==> src/rtl/pss_defines.svh <==
// What this block does
// - Bits 15:14 read zero, writes ignored.
// - Bit 13 latches receive error, cleared by counter read.
// - Bit 12 latches polarity, cleared by 10BASE-T register read.
// - Bit 11 latches false carrier, cleared by counter read.
// - Bit 10 latch-low signal detect, resets zero.
// - Bit 9 latch-low descrambler lock, resets zero.
// - Bit 8 latches page received, cleared by expansion read.
// - Bit 7 interrupt pending, cleared by its read.
// - Bit 6 remote fault until basic status read.
// - Bit 5 mirrors jabber, summary read keeps it.
// - Bit 4 shows auto-negotiation complete.
// - Bit 3 shows loopback enabled.
// - Bit 2 shows duplex, one is full.
// - Bit 1 shows speed, one is 10 Mb/s.
// - Bit 0 mirrors link status, not read-cleared.
// - Read-only summary at 00C0h, resets 0000h.
// - Enabled, unmasked events raise the pending interrupt.
`ifndef PSS_DEFINES_SVH
`define PSS_DEFINES_SVH
`define PSS_ADDR_SUMMARY 8'hC0
`define PSS_ADDR_TENBASE 8'hB4
`define PSS_ADDR_ANEXP 8'h98
`define PSS_ADDR_BASIC_STAT 8'h84
`define PSS_ADDR_FCCNT 8'hD0
`define PSS_ADDR_RECNT 8'hD4
`define PSS_ADDR_IRQ_EN 8'hC4
`define PSS_ADDR_EVT_STAT 8'hE0
`define PSS_ADDR_EVT_MASK 8'hE4
`define PSS_SUMMARY_RESET 16'h0000
`define PSS_EVT_RESET 6'h00
`define PSS_MASK_RESET 6'h3F
`define PSS_NUM_EVT 6
`define PSS_NUM_SYNC 11
`endif

==> src/rtl/pss_pkg.sv <==
package pss_pkg;
   typedef struct packed {
      logic rx_error;
      logic false_carrier;
      logic polarity_inv;
      logic signal_detect;
      logic descr_lock;
      logic page_rx;
      logic remote_fault;
      logic jabber;
      logic an_complete;
      logic link_up;
      logic counter_half;
   } pss_status_type;
   typedef struct packed {
      logic loopback;
      logic full_duplex;
      logic speed10;
   } pss_mode_type;
   typedef struct packed {
      logic [7:0] addr;
      logic [15:0] wdata;
      logic wr;
      logic rd;
   } pss_bus_type;
endpackage

==> src/rtl/pss_sync.sv <==
`timescale 1ns/1ps
module pss_sync #(
   parameter int WIDTH = 1
)
(
   input wire logic mclk,
   input wire logic reset_n,
   input wire logic [WIDTH-1:0] d,
   output logic [WIDTH-1:0] q
);
   logic [WIDTH-1:0] meta_reg;
   // The first stage only feeds the second, so metastability cannot leak.
   always_ff @(posedge mclk)
   begin
      if (!reset_n)
      begin
         meta_reg <= '0;
         q <= '0;
      end
      else
      begin
         meta_reg <= d;
         q <= meta_reg;
      end
   end
endmodule

==> src/rtl/pss_latch_bit.sv <==
`timescale 1ns/1ps
module pss_latch_bit #(
   parameter bit LATCH_HIGH = 1'b1
)
(
   input wire logic mclk,
   input wire logic reset_n,
   input wire logic cond,
   input wire logic clear,
   output logic q
);
   // The event condition beats the clear in the same cycle.
   always_ff @(posedge mclk)
   begin
      if (!reset_n)
         q <= 1'b0;
      else if (LATCH_HIGH ? cond : !cond)
         q <= LATCH_HIGH;
      else if (clear)
         q <= LATCH_HIGH ? 1'b0 : cond;
   end
endmodule

==> src/rtl/pss_summary.sv <==
`timescale 1ns/1ps
`include "pss_defines.svh"
module pss_summary
(
   input wire logic mclk,
   input wire logic reset_n,
   input pss_pkg::pss_bus_type bus,
   input pss_pkg::pss_status_type status_in,
   input pss_pkg::pss_mode_type mode_in,
   output logic [15:0] rdata,
   output logic irq
);
   import pss_pkg::*;
   pss_status_type st;
   pss_mode_type md;
   pss_sync #(.WIDTH(`PSS_NUM_SYNC)) u_sync_st (
      .mclk(mclk),
      .reset_n(reset_n),
      .d(status_in),
      .q(st)
   );
   pss_sync #(.WIDTH(3)) u_sync_md (
      .mclk(mclk),
      .reset_n(reset_n),
      .d(mode_in),
      .q(md)
   );

   wire rd_sum = bus.rd && bus.addr == `PSS_ADDR_SUMMARY;
   wire rd_ten = bus.rd && bus.addr == `PSS_ADDR_TENBASE;
   wire rd_anx = bus.rd && bus.addr == `PSS_ADDR_ANEXP;
   wire rd_bms = bus.rd && bus.addr == `PSS_ADDR_BASIC_STAT;
   wire rd_fcc = bus.rd && bus.addr == `PSS_ADDR_FCCNT;
   wire rd_rec = bus.rd && bus.addr == `PSS_ADDR_RECNT;
   wire rd_est = bus.rd && bus.addr == `PSS_ADDR_EVT_STAT;
   wire wr_ien = bus.wr && bus.addr == `PSS_ADDR_IRQ_EN;
   wire wr_est = bus.wr && bus.addr == `PSS_ADDR_EVT_STAT;
   wire wr_msk = bus.wr && bus.addr == `PSS_ADDR_EVT_MASK;

   logic rxerr_q, fc_q, pol_q, sd_q, lock_q, page_q, rf_q, pend_q;
   logic link_d_reg, jab_d_reg, rf_d_reg, anc_d_reg, half_d_reg;
   logic irq_en_reg;
   logic [5:0] evt_reg, evt_next, mask_reg;
   logic [5:0] evt_raw;

   pss_latch_bit u_rxerr (.mclk(mclk), .reset_n(reset_n),
      .cond(st.rx_error), .clear(rd_rec), .q(rxerr_q));
   pss_latch_bit u_pol (.mclk(mclk), .reset_n(reset_n),
      .cond(st.polarity_inv), .clear(rd_ten), .q(pol_q));
   pss_latch_bit u_fc (.mclk(mclk), .reset_n(reset_n),
      .cond(st.false_carrier), .clear(rd_fcc), .q(fc_q));
   pss_latch_bit #(.LATCH_HIGH(1'b0)) u_sd (.mclk(mclk),
      .reset_n(reset_n), .cond(st.signal_detect), .clear(rd_sum),
      .q(sd_q));
   pss_latch_bit #(.LATCH_HIGH(1'b0)) u_lock (.mclk(mclk),
      .reset_n(reset_n), .cond(st.descr_lock), .clear(rd_sum),
      .q(lock_q));
   pss_latch_bit u_page (.mclk(mclk), .reset_n(reset_n),
      .cond(st.page_rx), .clear(rd_anx), .q(page_q));
   pss_latch_bit u_rf (.mclk(mclk), .reset_n(reset_n),
      .cond(st.remote_fault), .clear(rd_bms), .q(rf_q));

   // Events: link change, jabber, remote fault, aneg done, half full.
   assign evt_raw = {1'b0,
                     st.counter_half && !half_d_reg,
                     st.an_complete && !anc_d_reg,
                     st.remote_fault && !rf_d_reg,
                     st.jabber && !jab_d_reg,
                     st.link_up != link_d_reg};
   // Write one to clear; a new event in the same cycle stays set.
   assign evt_next = (evt_reg & ~(wr_est ? bus.wdata[5:0] : 6'h00))
                     | evt_raw;
   wire pend_set = irq_en_reg && |(evt_raw & ~mask_reg);
   // Pending stays set past a read that returned zero; the read that
   // returns one clears it unless a new event lands in that cycle.
   wire pend_clr = rd_sum && pend_q;

   always_ff @(posedge mclk)
   begin
      if (!reset_n)
      begin
         link_d_reg <= 1'b0;
         jab_d_reg <= 1'b0;
         rf_d_reg <= 1'b0;
         anc_d_reg <= 1'b0;
         half_d_reg <= 1'b0;
         irq_en_reg <= 1'b0;
         evt_reg <= `PSS_EVT_RESET;
         mask_reg <= `PSS_MASK_RESET;
         pend_q <= 1'b0;
      end
      else
      begin
         link_d_reg <= st.link_up;
         jab_d_reg <= st.jabber;
         rf_d_reg <= st.remote_fault;
         anc_d_reg <= st.an_complete;
         half_d_reg <= st.counter_half;
         evt_reg <= evt_next;
         if (wr_ien)
            irq_en_reg <= bus.wdata[1];
         if (wr_msk)
            mask_reg <= bus.wdata[5:0];
         if (pend_set)
            pend_q <= 1'b1;
         else if (pend_clr)
            pend_q <= 1'b0;
      end
   end

   // Bits 15:14 are constant zero and no write reaches this word.
   wire [15:0] sum_word = {2'b00, rxerr_q, pol_q, fc_q, sd_q, lock_q,
      page_q, pend_q, rf_q, st.jabber, st.an_complete, md.loopback,
      md.full_duplex, md.speed10, st.link_up};
   wire [15:0] read_mux = rd_sum ? sum_word :
                          rd_est ? {10'h000, evt_reg} :
                          16'h0000;

   always_ff @(posedge mclk)
   begin
      if (!reset_n)
      begin
         rdata <= `PSS_SUMMARY_RESET;
         irq <= 1'b0;
      end
      else
      begin
         rdata <= read_mux;
         irq <= |(evt_next & ~mask_reg);
      end
   end

   property p_pend_clear;
      @(posedge mclk) disable iff (!reset_n)
      (rd_sum && pend_q && !pend_set) |=> !pend_q;
   endproperty
   a_pend_clear: assert property (p_pend_clear)
      else $error("pending bit survived its read");
   property p_rsvd_zero;
      @(posedge mclk) disable iff (!reset_n)
      $past(rd_sum) |-> rdata[15:14] == 2'b00;
   endproperty
   a_rsvd_zero: assert property (p_rsvd_zero)
      else $error("reserved bits read nonzero");
   property p_rxerr_hold;
      @(posedge mclk) disable iff (!reset_n)
      (rxerr_q && !rd_rec) |=> rxerr_q;
   endproperty
   a_rxerr_hold: assert property (p_rxerr_hold)
      else $error("receive error latch dropped without counter read");
   property p_fc_set;
      @(posedge mclk) disable iff (!reset_n)
      st.false_carrier |=> fc_q;
   endproperty
   a_fc_set: assert property (p_fc_set)
      else $error("false carrier latch missed event");
   property p_sd_low;
      @(posedge mclk) disable iff (!reset_n)
      !st.signal_detect |=> !sd_q;
   endproperty
   a_sd_low: assert property (p_sd_low)
      else $error("signal detect did not latch low");
   property p_rf_hold;
      @(posedge mclk) disable iff (!reset_n)
      (rf_q && !rd_bms) |=> rf_q;
   endproperty
   a_rf_hold: assert property (p_rf_hold)
      else $error("remote fault cleared early");
   property p_page_keep;
      @(posedge mclk) disable iff (!reset_n)
      (page_q && rd_sum && !rd_anx) |=> page_q;
   endproperty
   a_page_keep: assert property (p_page_keep)
      else $error("page bit cleared by summary read");
   property p_link_read;
      @(posedge mclk) disable iff (!reset_n)
      rd_sum |=> rdata[0] == $past(st.link_up) && rdata[4] ==
         $past(st.an_complete);
   endproperty
   a_link_read: assert property (p_link_read)
      else $error("link or aneg bit read wrong");
endmodule

==> config.mk <==
export PLATFORM = sky130hd
export DESIGN_NAME = pss_summary
export DESIGN_NICKNAME = d
export VERILOG_FILES = /design/src/rtl/pss_pkg.sv /design/src/rtl/pss_sync.sv /design/src/rtl/pss_latch_bit.sv /design/src/rtl/pss_summary.sv
export VERILOG_INCLUDE_DIRS = /design/src /design/src/rtl
export SDC_FILE = /design/constraint.sdc
export NUM_CORES = 1
export LEC_CHECK = 0
export BUFFER_PORTS_ARGS = -buffer_cell sky130_fd_sc_hd__clkbuf_2
export CAP_MARGIN = 20
export CORE_MARGIN = 4
export CORE_UTILIZATION = 50
export DETAILED_ROUTE_END_ITERATION = 16
export PLACE_DENSITY = 0.77
export SYNTH_ARGS = -nofsm -noshare
export SYNTH_HDL_FRONTEND = slang
export SYNTH_SLANG_ARGS = --single-unit
==> constraint.sdc <==
create_clock -name mclk -period 2.3 [get_ports mclk]
set_input_delay 0.46 -clock mclk [delete_from_list [all_inputs] [get_ports mclk]]
set_output_delay 0.46 -clock mclk [all_outputs]
set_load 0.05 [all_outputs]
### Word-level counts from Yosys, hierarchy flattened

Index checks and enable logic that the tools add are counted.
Widths: inputs -> output; s select.

* bits in registers: 71
* bits in latches: 0
* memory bits (writable): 0
* bits in read-only memories: 0
* bits of input ports: 42
* output and inout bits: 17
* word-level logic and storage cells: 86
* memories kept: 0

* add/subtract/negate cells: 0
* $mul: 0
* divide/modulo/power cells: 0
* magnitude comparators: 0
* eq/ne operators: 10
* shift-type cells: 0
* muxes and demuxes: 15
* bitwise gates (word level): 7
* reduce and logical (&&, ||, !) cells: 31

Operators by type and width (number)
* $eq 8x8->1 const B: 9
* $logic_and 1x1->1: 16
* $mux 14: 1
* $and 6x6->6: 2
* $mux 1: 12
* $mux 6: 2
* $not 6->6: 2
* $reduce_bool 2->1: 6
* $reduce_or 6->1: 2
* $and 5x6->6: 1
* $or 6x5->6: 1
* $logic_not 1->1: 4
* $reduce_and 2->1: 2
* $reduce_or 2->1: 1
* $ne 1x1->1: 1
* $not 1->1: 1

### Longest topological paths before layout

Gate-level depths: netlist of run 1.

* word-level depth: 8
* mapped depth: 5
* depth with buffers taken out: 5

### Modules after synthesis

A second synthesis of run 1 with hierarchy kept.

* cell total of the unflattened synthesis: 216
* area total of the unflattened synthesis: 2399.8 um^2

By module, submodules not included
* pss_summary: times used 1, cells an instance 139, area each 1355.0 um^2, seq. area each 680.7 um^2
* pss_sync at u_sync_st: times used 1, cells an instance 46, area each 620.6 um^2, seq. area each 440.4 um^2
* pss_latch_bit at u_fc ...: times used 5, cells an instance 3, area each 41.3 um^2, seq. area each 20.0 um^2
* pss_sync at u_sync_md: times used 1, cells an instance 12, area each 157.7 um^2, seq. area each 120.1 um^2
* pss_latch_bit at u_lock ...: times used 2, cells an instance 2, area each 30.0 um^2, seq. area each 20.0 um^2

### Worst setup path after synthesis of run 1

Ideal clock, no wire load.

* path kind: input -> register
* from: input port bus[22] in the netlist's numbering
* to: register irq
* library setup time: 0.120 ns
* arrival: 1.866 ns
* required time: 2.180 ns
* slack: 0.315 ns
* stages: 5
* buffers on the path: 0
* cells stage by stage: and4b_2 -> and3_4 -> o21ba_1 -> or4_1 -> o31a_1

* longest elaborated chain between the ends: 8

Ends and longest elaborated chain
* start, declared: line pss_summary.sv:7 `input pss_pkg::pss_bus_type bus,`
* $eq 8x8->1 (no line)
* $logic_and 1x1->1 (no line)
* $mux 6: line pss_summary.sv:71 `assign evt_next = (evt_reg & ~(wr_est ? bus.wdata[5:0] : 6'h00))`
* $not 6->6: line pss_summary.sv:71
* $and 6x6->6: line pss_summary.sv:71
* $or 6x5->6: line pss_summary.sv:72 `| evt_raw;`
* $and 6x6->6: line pss_summary.sv:129 `irq <= |(evt_next & ~mask_reg);`
* $reduce_or 6->1: line pss_summary.sv:129
* end signal, assigned: line pss_summary.sv:129
* end, declared: line pss_summary.sv:11 `output logic irq`

Every way passes these cells.
A chain may end at the register's enable or synchronous reset.

### Worst setup path after layout of run 1

Ends and elaborated chain as after synthesis.

==> flow_summary.ini, run 1 <==
[worst_setup_path]
cp_max_fo = 6
start_kind = primary input
path_buf_inv = 1
cp-end-kind = register
cp_cell_sequence = clkbuf_2, and4b_2, and3_4, o21ba_1, or4_1, o31a_1
cp_slowest_stage_delay_ps = 530
path_class = in -> reg
crit_required_ps = 2520
cp.arrival_ps = 2080
cp_top_family = simple AND/OR/NAND/NOR gates
slowest_stage = or4_1

[placed_design]
portBuffers = 46
hpwl_um = 3010
dpl_cell_area_um2 = 2640
place_ws_ps = 90.8
gp_congestion = 0.859

[global_routing]
grt_pass1_wl_um = 7390
grt_pass1_vias = 1556
overflow = 0
grt_max_degree = 56
antenna_found_initial = 0
grt_usage_pct = 16.0

[cts]
ctsHoldBuffers = 0
root_buffer = clkbuf_8
post_cts_resized = 0
clk_latency_ps = 330
cts_setup_buffers = 0
cts_tree = yes
htreeDepth = 3
clock_path_buffers = 2
cts_made_buffers = 9
path_clk_slew_ps = 70
clock-sinks = 69

[synthesis]
avgSynthCellArea_um2 = 10.8
netlist_instances = 217
yosysTopAreaCellShare_pct = 59.2
ys_seq_elements = 69
yosysTopAreaCell = dfxtp_1
yosysSeqAreaShare_pct = 59.2
yosysWarnings = 0
ys_types = 32
netlist_area_um2 = 2330
synthTopCellsByArea = dfxtp_1 59%, and2_1 11%, mux2i_1 3.0%

[route]
wl_per_cell_um = 12.8
drt-initial-drc-count = 93
drt-pass1-iter-count = 4
remaining_drc_errors = 0
ant_nets = 0
wl_um = 4200
vias_per_cell = 5.05
vias = 1656

[run_status]
status = finished, final reports clean

[floorplanning]
ios = 59
fp.coreArea_um2 = 4440
dieArea_um2 = 5820
initial_core_util_pct = 52.5
fp.dieH_um = 76.3
rows = 24
fp.dieW_um = 76.3

[pwr]
power_mw = 2.26
vdd_drop_max_mv = 0.467
leakagePower_nw = 1.24
power.density_nw_per_um2 = 800

[cells_and_area]
fillers = 379
final_area_um2 = 2830
largest_register_ffs = 14
multi_input_area_um2 = 913
drive_above_1_share_pct = 26.1
nNetsFinal = 313
seq_area_um2 = 1380
syn2layout_area_growth_pct = 21.2
num_antenna_cells = 0

[timing]
slew_violations = 0
slew_headroom_pct = 64.2
worst_slew_pin_slew_ps = 537
setup_ws_ps = 435
clock_skew_ps = 7.41
fin_setup_tns_ps = 0
max_freq_mhz = 536
fin_crit_sh_pct = 81.1
whs_ps = 329
setup_viol_count_final = 0
rsz0062_at_grt = false
hold_viol = 0
period_needed_ps = 1860

[job]
maxCapViolCount = 0

[min_path]
hold_path_class = in -> reg
==> worst paths after layout <==
| path | start | to | slack [ps] | cells after the start |
|---|---|---|---|---|
| max | bus[22] | irq | 440 | 6 |
| min | status_in[5] | u_sync_st.meta_reg[5] | 330 | 2 |
| max reg2reg | u_sync_st.q[3] | irq | 630 | 5 |
| min reg2reg | u_sync_st.q[7] | u_sd.q | 430 | 1 |
==> cell families after synthesis <==
family / share of synthesized area, %
simple gates: 24.3
flops: 59.2
compound gates: 10.8
buf+inv: 2.09
mux: 3.00
xor+xnor: 0.375
other cells: 0.161
==> Yosys cell counts (all sizes together) <==
master and n:
nor2 3, and4b 1, nand4 3, nand3 3
buf 2, nand4b 2, or4 1, o21ba 1
and3 3, xor2 1, mux2i 7, o31ai 1
dfxtp 69, nor4 1, o31a 3, conb 1
clkbuf 8, nand2b 9, o22ai 3, a21oi 7
a21boi 6, inv 1, nor3b 1, nor3 2
and2 41, nand2 14, nor2b 10, a22o 6
o211a 2, o21a 5
==> cell type report <==
type | instances | area share [%]
Clock buffer | 9 | 4.38
Clock inverter | 7 | 2.34
Timing Repair Buffer | 52 | 9.73
Sequential cell | 69 | 48.8
Multi-Input combinational cell | 138 | 32.3
Inverter | 1 | 0.133
Tap cell | 52 | 2.30
==> cells in the final DEF (no fill, tap or decap) <==
cell and n:
inv_1 1, xor2_1 1, or4_1 1, conb_1 2, and3_4 1, and3_1 2
clkbuf_2 46, nand3_1 3, mux2i_1 7, clkbuf_8 9, a21boi_0 6, nor3b_1 1
o31a_1 3, nor2_1 3, nand2b_1 9, o21ba_1 1, clkinv_4 1, bufinv_16 1
a22o_1 6, nor4_2 1, clkinv_2 4, o22ai_1 3, nor2b_1 10, nor3_4 1
o31ai_1 1, a21oi_1 7, and4b_2 1, o211a_1 2, nor3_1 1, dfxtp_1 69
and2_1 41, nand2_1 14, nand4_1 3, o21a_1 5, nand4b_1 2, clkinvlp_4 1
buf_4 6
==> layer usage <==
layer,wire length [um],GRT usage (%)
met5,0,0
met4,120,9.42
met3,292,5.67
met2,1900,23.8
met1,1890,19.9
==> report_power, final <==
group / switching, mW / total (mW) / internal [mW]
logic: 0.0563 / 0.109 / 0.0528
clock network: 0.418 / 0.912 / 0.494
registers: 0.0130 / 1.24 / 1.23
total: 0.488 / 2.26 / 1.78
==> stage by stage <==
stage	cells	util [%]
finish	328	63.7
global route	328	63.7
CTS	328	63.7
detailed placement	312	59.4
global placement	312	59.4
floorplan	218	-
(Power assumes the default switching activity.)
==> run 2, diff against run 1 <==
- clock period: 2.3 -> 1.8 ns (I/O delays scaled with it)
==> flow_summary.ini, run 2 (same netlist as run 1, synthesis figures left out) <==
[cts]
ctsHoldBuffers = 0
clk_latency_ps = 330
cts_setup_buffers = 0
htreeDepth = 3
clock_path_buffers = 2
clock-sinks = 69
cts_made_buffers = 9
root_buffer = clkbuf_8
post_cts_resized = 0
cts_tree = yes
path_clk_slew_ps = 70

[job]
maxCapViolCount = 0

[worst_setup_path]
start_kind = primary input
crit_required_ps = 2030
path_class = in -> reg
cp_max_fo = 4
cp-end-kind = register
cp.arrival_ps = 1800

[timing]
period_needed_ps = 1570
hold_viol = 0
fin_setup_tns_ps = 0
max_freq_mhz = 636
clock_skew_ps = 4.40
setup_viol_count_final = 0
slew_violations = 0
whs_ps = 226
rsz0062_at_grt = false
fin_crit_sh_pct = 87.3

[route]
remaining_drc_errors = 0
drt-initial-drc-count = 110
wl_um = 4340
drt-pass1-iter-count = 4
vias_per_cell = 4.85
ant_nets = 0
vias = 1628
wl_per_cell_um = 12.9

[cells_and_area]
drive_above_1_share_pct = 28.2
mostFrequentLayoutCells = 69 x dfxtp_1, 46 x clkbuf_2, 41 x and2_1, 14 x nand2_1, 13 x buf_4
seq_area_um2 = 1380
multi_input_area_um2 = 913
syn2layout_area_growth_pct = 24.8
fillers = 358
utilization_pct = 65.5
largest_register_ffs = 14
fin_cells = 336
nNetsFinal = 321
layout_commonest_cell = dfxtp_1
num_antenna_cells = 0

[pwr]
clockPowerShare_pct = 41.3
pwr-share-seq_pct = 53.7
power.density_nw_per_um2 = 1020
swShare_pct = 21.7
p_switching_mw = 0.642
leakagePower_nw = 1.28
internal-power_mw = 2.32
power_frac_comb_pct = 5.1
vdd_drop_max_mv = 0.523
power_mw = 2.96

[global_routing]
overflow = 0
antenna_found_initial = 0
grt_usage_pct = 16.6
grt_pass1_vias = 1614
grt_max_degree = 56
grt_pass1_wl_um = 7350

[placed_design]
gp_congestion = 0.782
portBuffers = 46
hpwl_um = 3020
dp.cells = 320

[floorplanning]
fp.dieW_um = 76.3
rows = 24
fp.dieH_um = 76.3
initial_core_util_pct = 52.5
dieArea_um2 = 5820
fp.coreArea_um2 = 4440
ios = 59

[min_path]
hold_path_class = in -> reg

[run_status]
status = finished, final reports clean
## run 2: cell types whose count changed in the layout (fill, tap and decap cells not counted)
cell	change
clkinv_4	-1
clkinv_2	-2
clkbuf_8	+1
buf_12	+1
buf_4	+7
clkinvlp_4	+2
## run 2: final timing paths
path                  start               endpoint  slack, ps  cells past startpoint
max                 bus[22]                    irq        230                      6
min            status_in[5]  u_sync_st.meta_reg[5]        230                      2
max reg2reg  u_sync_st.q[3]                    irq        280                      5
min reg2reg  u_sync_st.q[7]                 u_sd.q        430                      1
## run 2: layout make-up
cell class | instances | share of cell area (%)
clock buffer | 10 | 4.73
clock inverter | 6 | 2.15
inverter | 1 | 0.129
multi-input combinational | 138 | 31.4
sequential | 69 | 47.4
tap | 52 | 2.23
timing repair buffer | 60 | 11.9
## run 2: power groups by stage
stage	Combinational, mW	Clock [mW]	Sequential [mW]
finish	0.150	1.22	1.59
global route	0.167	1.32	1.59
CTS	0.151	1.26	1.59
detailed placement	0.150	0	1.62
global placement	0.147	0	1.62
floorplan	0.0839	0	1.62
## run 2: worst max-delay path, stage by stage
cell and delay, ps:
clkbuf_2 90, and4b_2 290, and3_4 210, a21oi_1 60, or4_1 540, o31a_1 250
## run 2: per-layer routing
metal / wire [um] / global-route usage (%)
met1: 1900 / 18.3
met4: 97 / 12.5
met2: 2090 / 27.2
met3: 249 / 4.37
met5: 0 / 0
## run 2: per-stage QoR
step | setup slack [ps] | cell area [um2]
2_1_floorplan | 30.2 | 2340
3_3_place_gp | -98.4 | 2710
3_5_place_dp | -113 | 2710
4_1_cts | 248 | 2910
5_1_grt | 193 | 2910
6_report | 228 | 2910
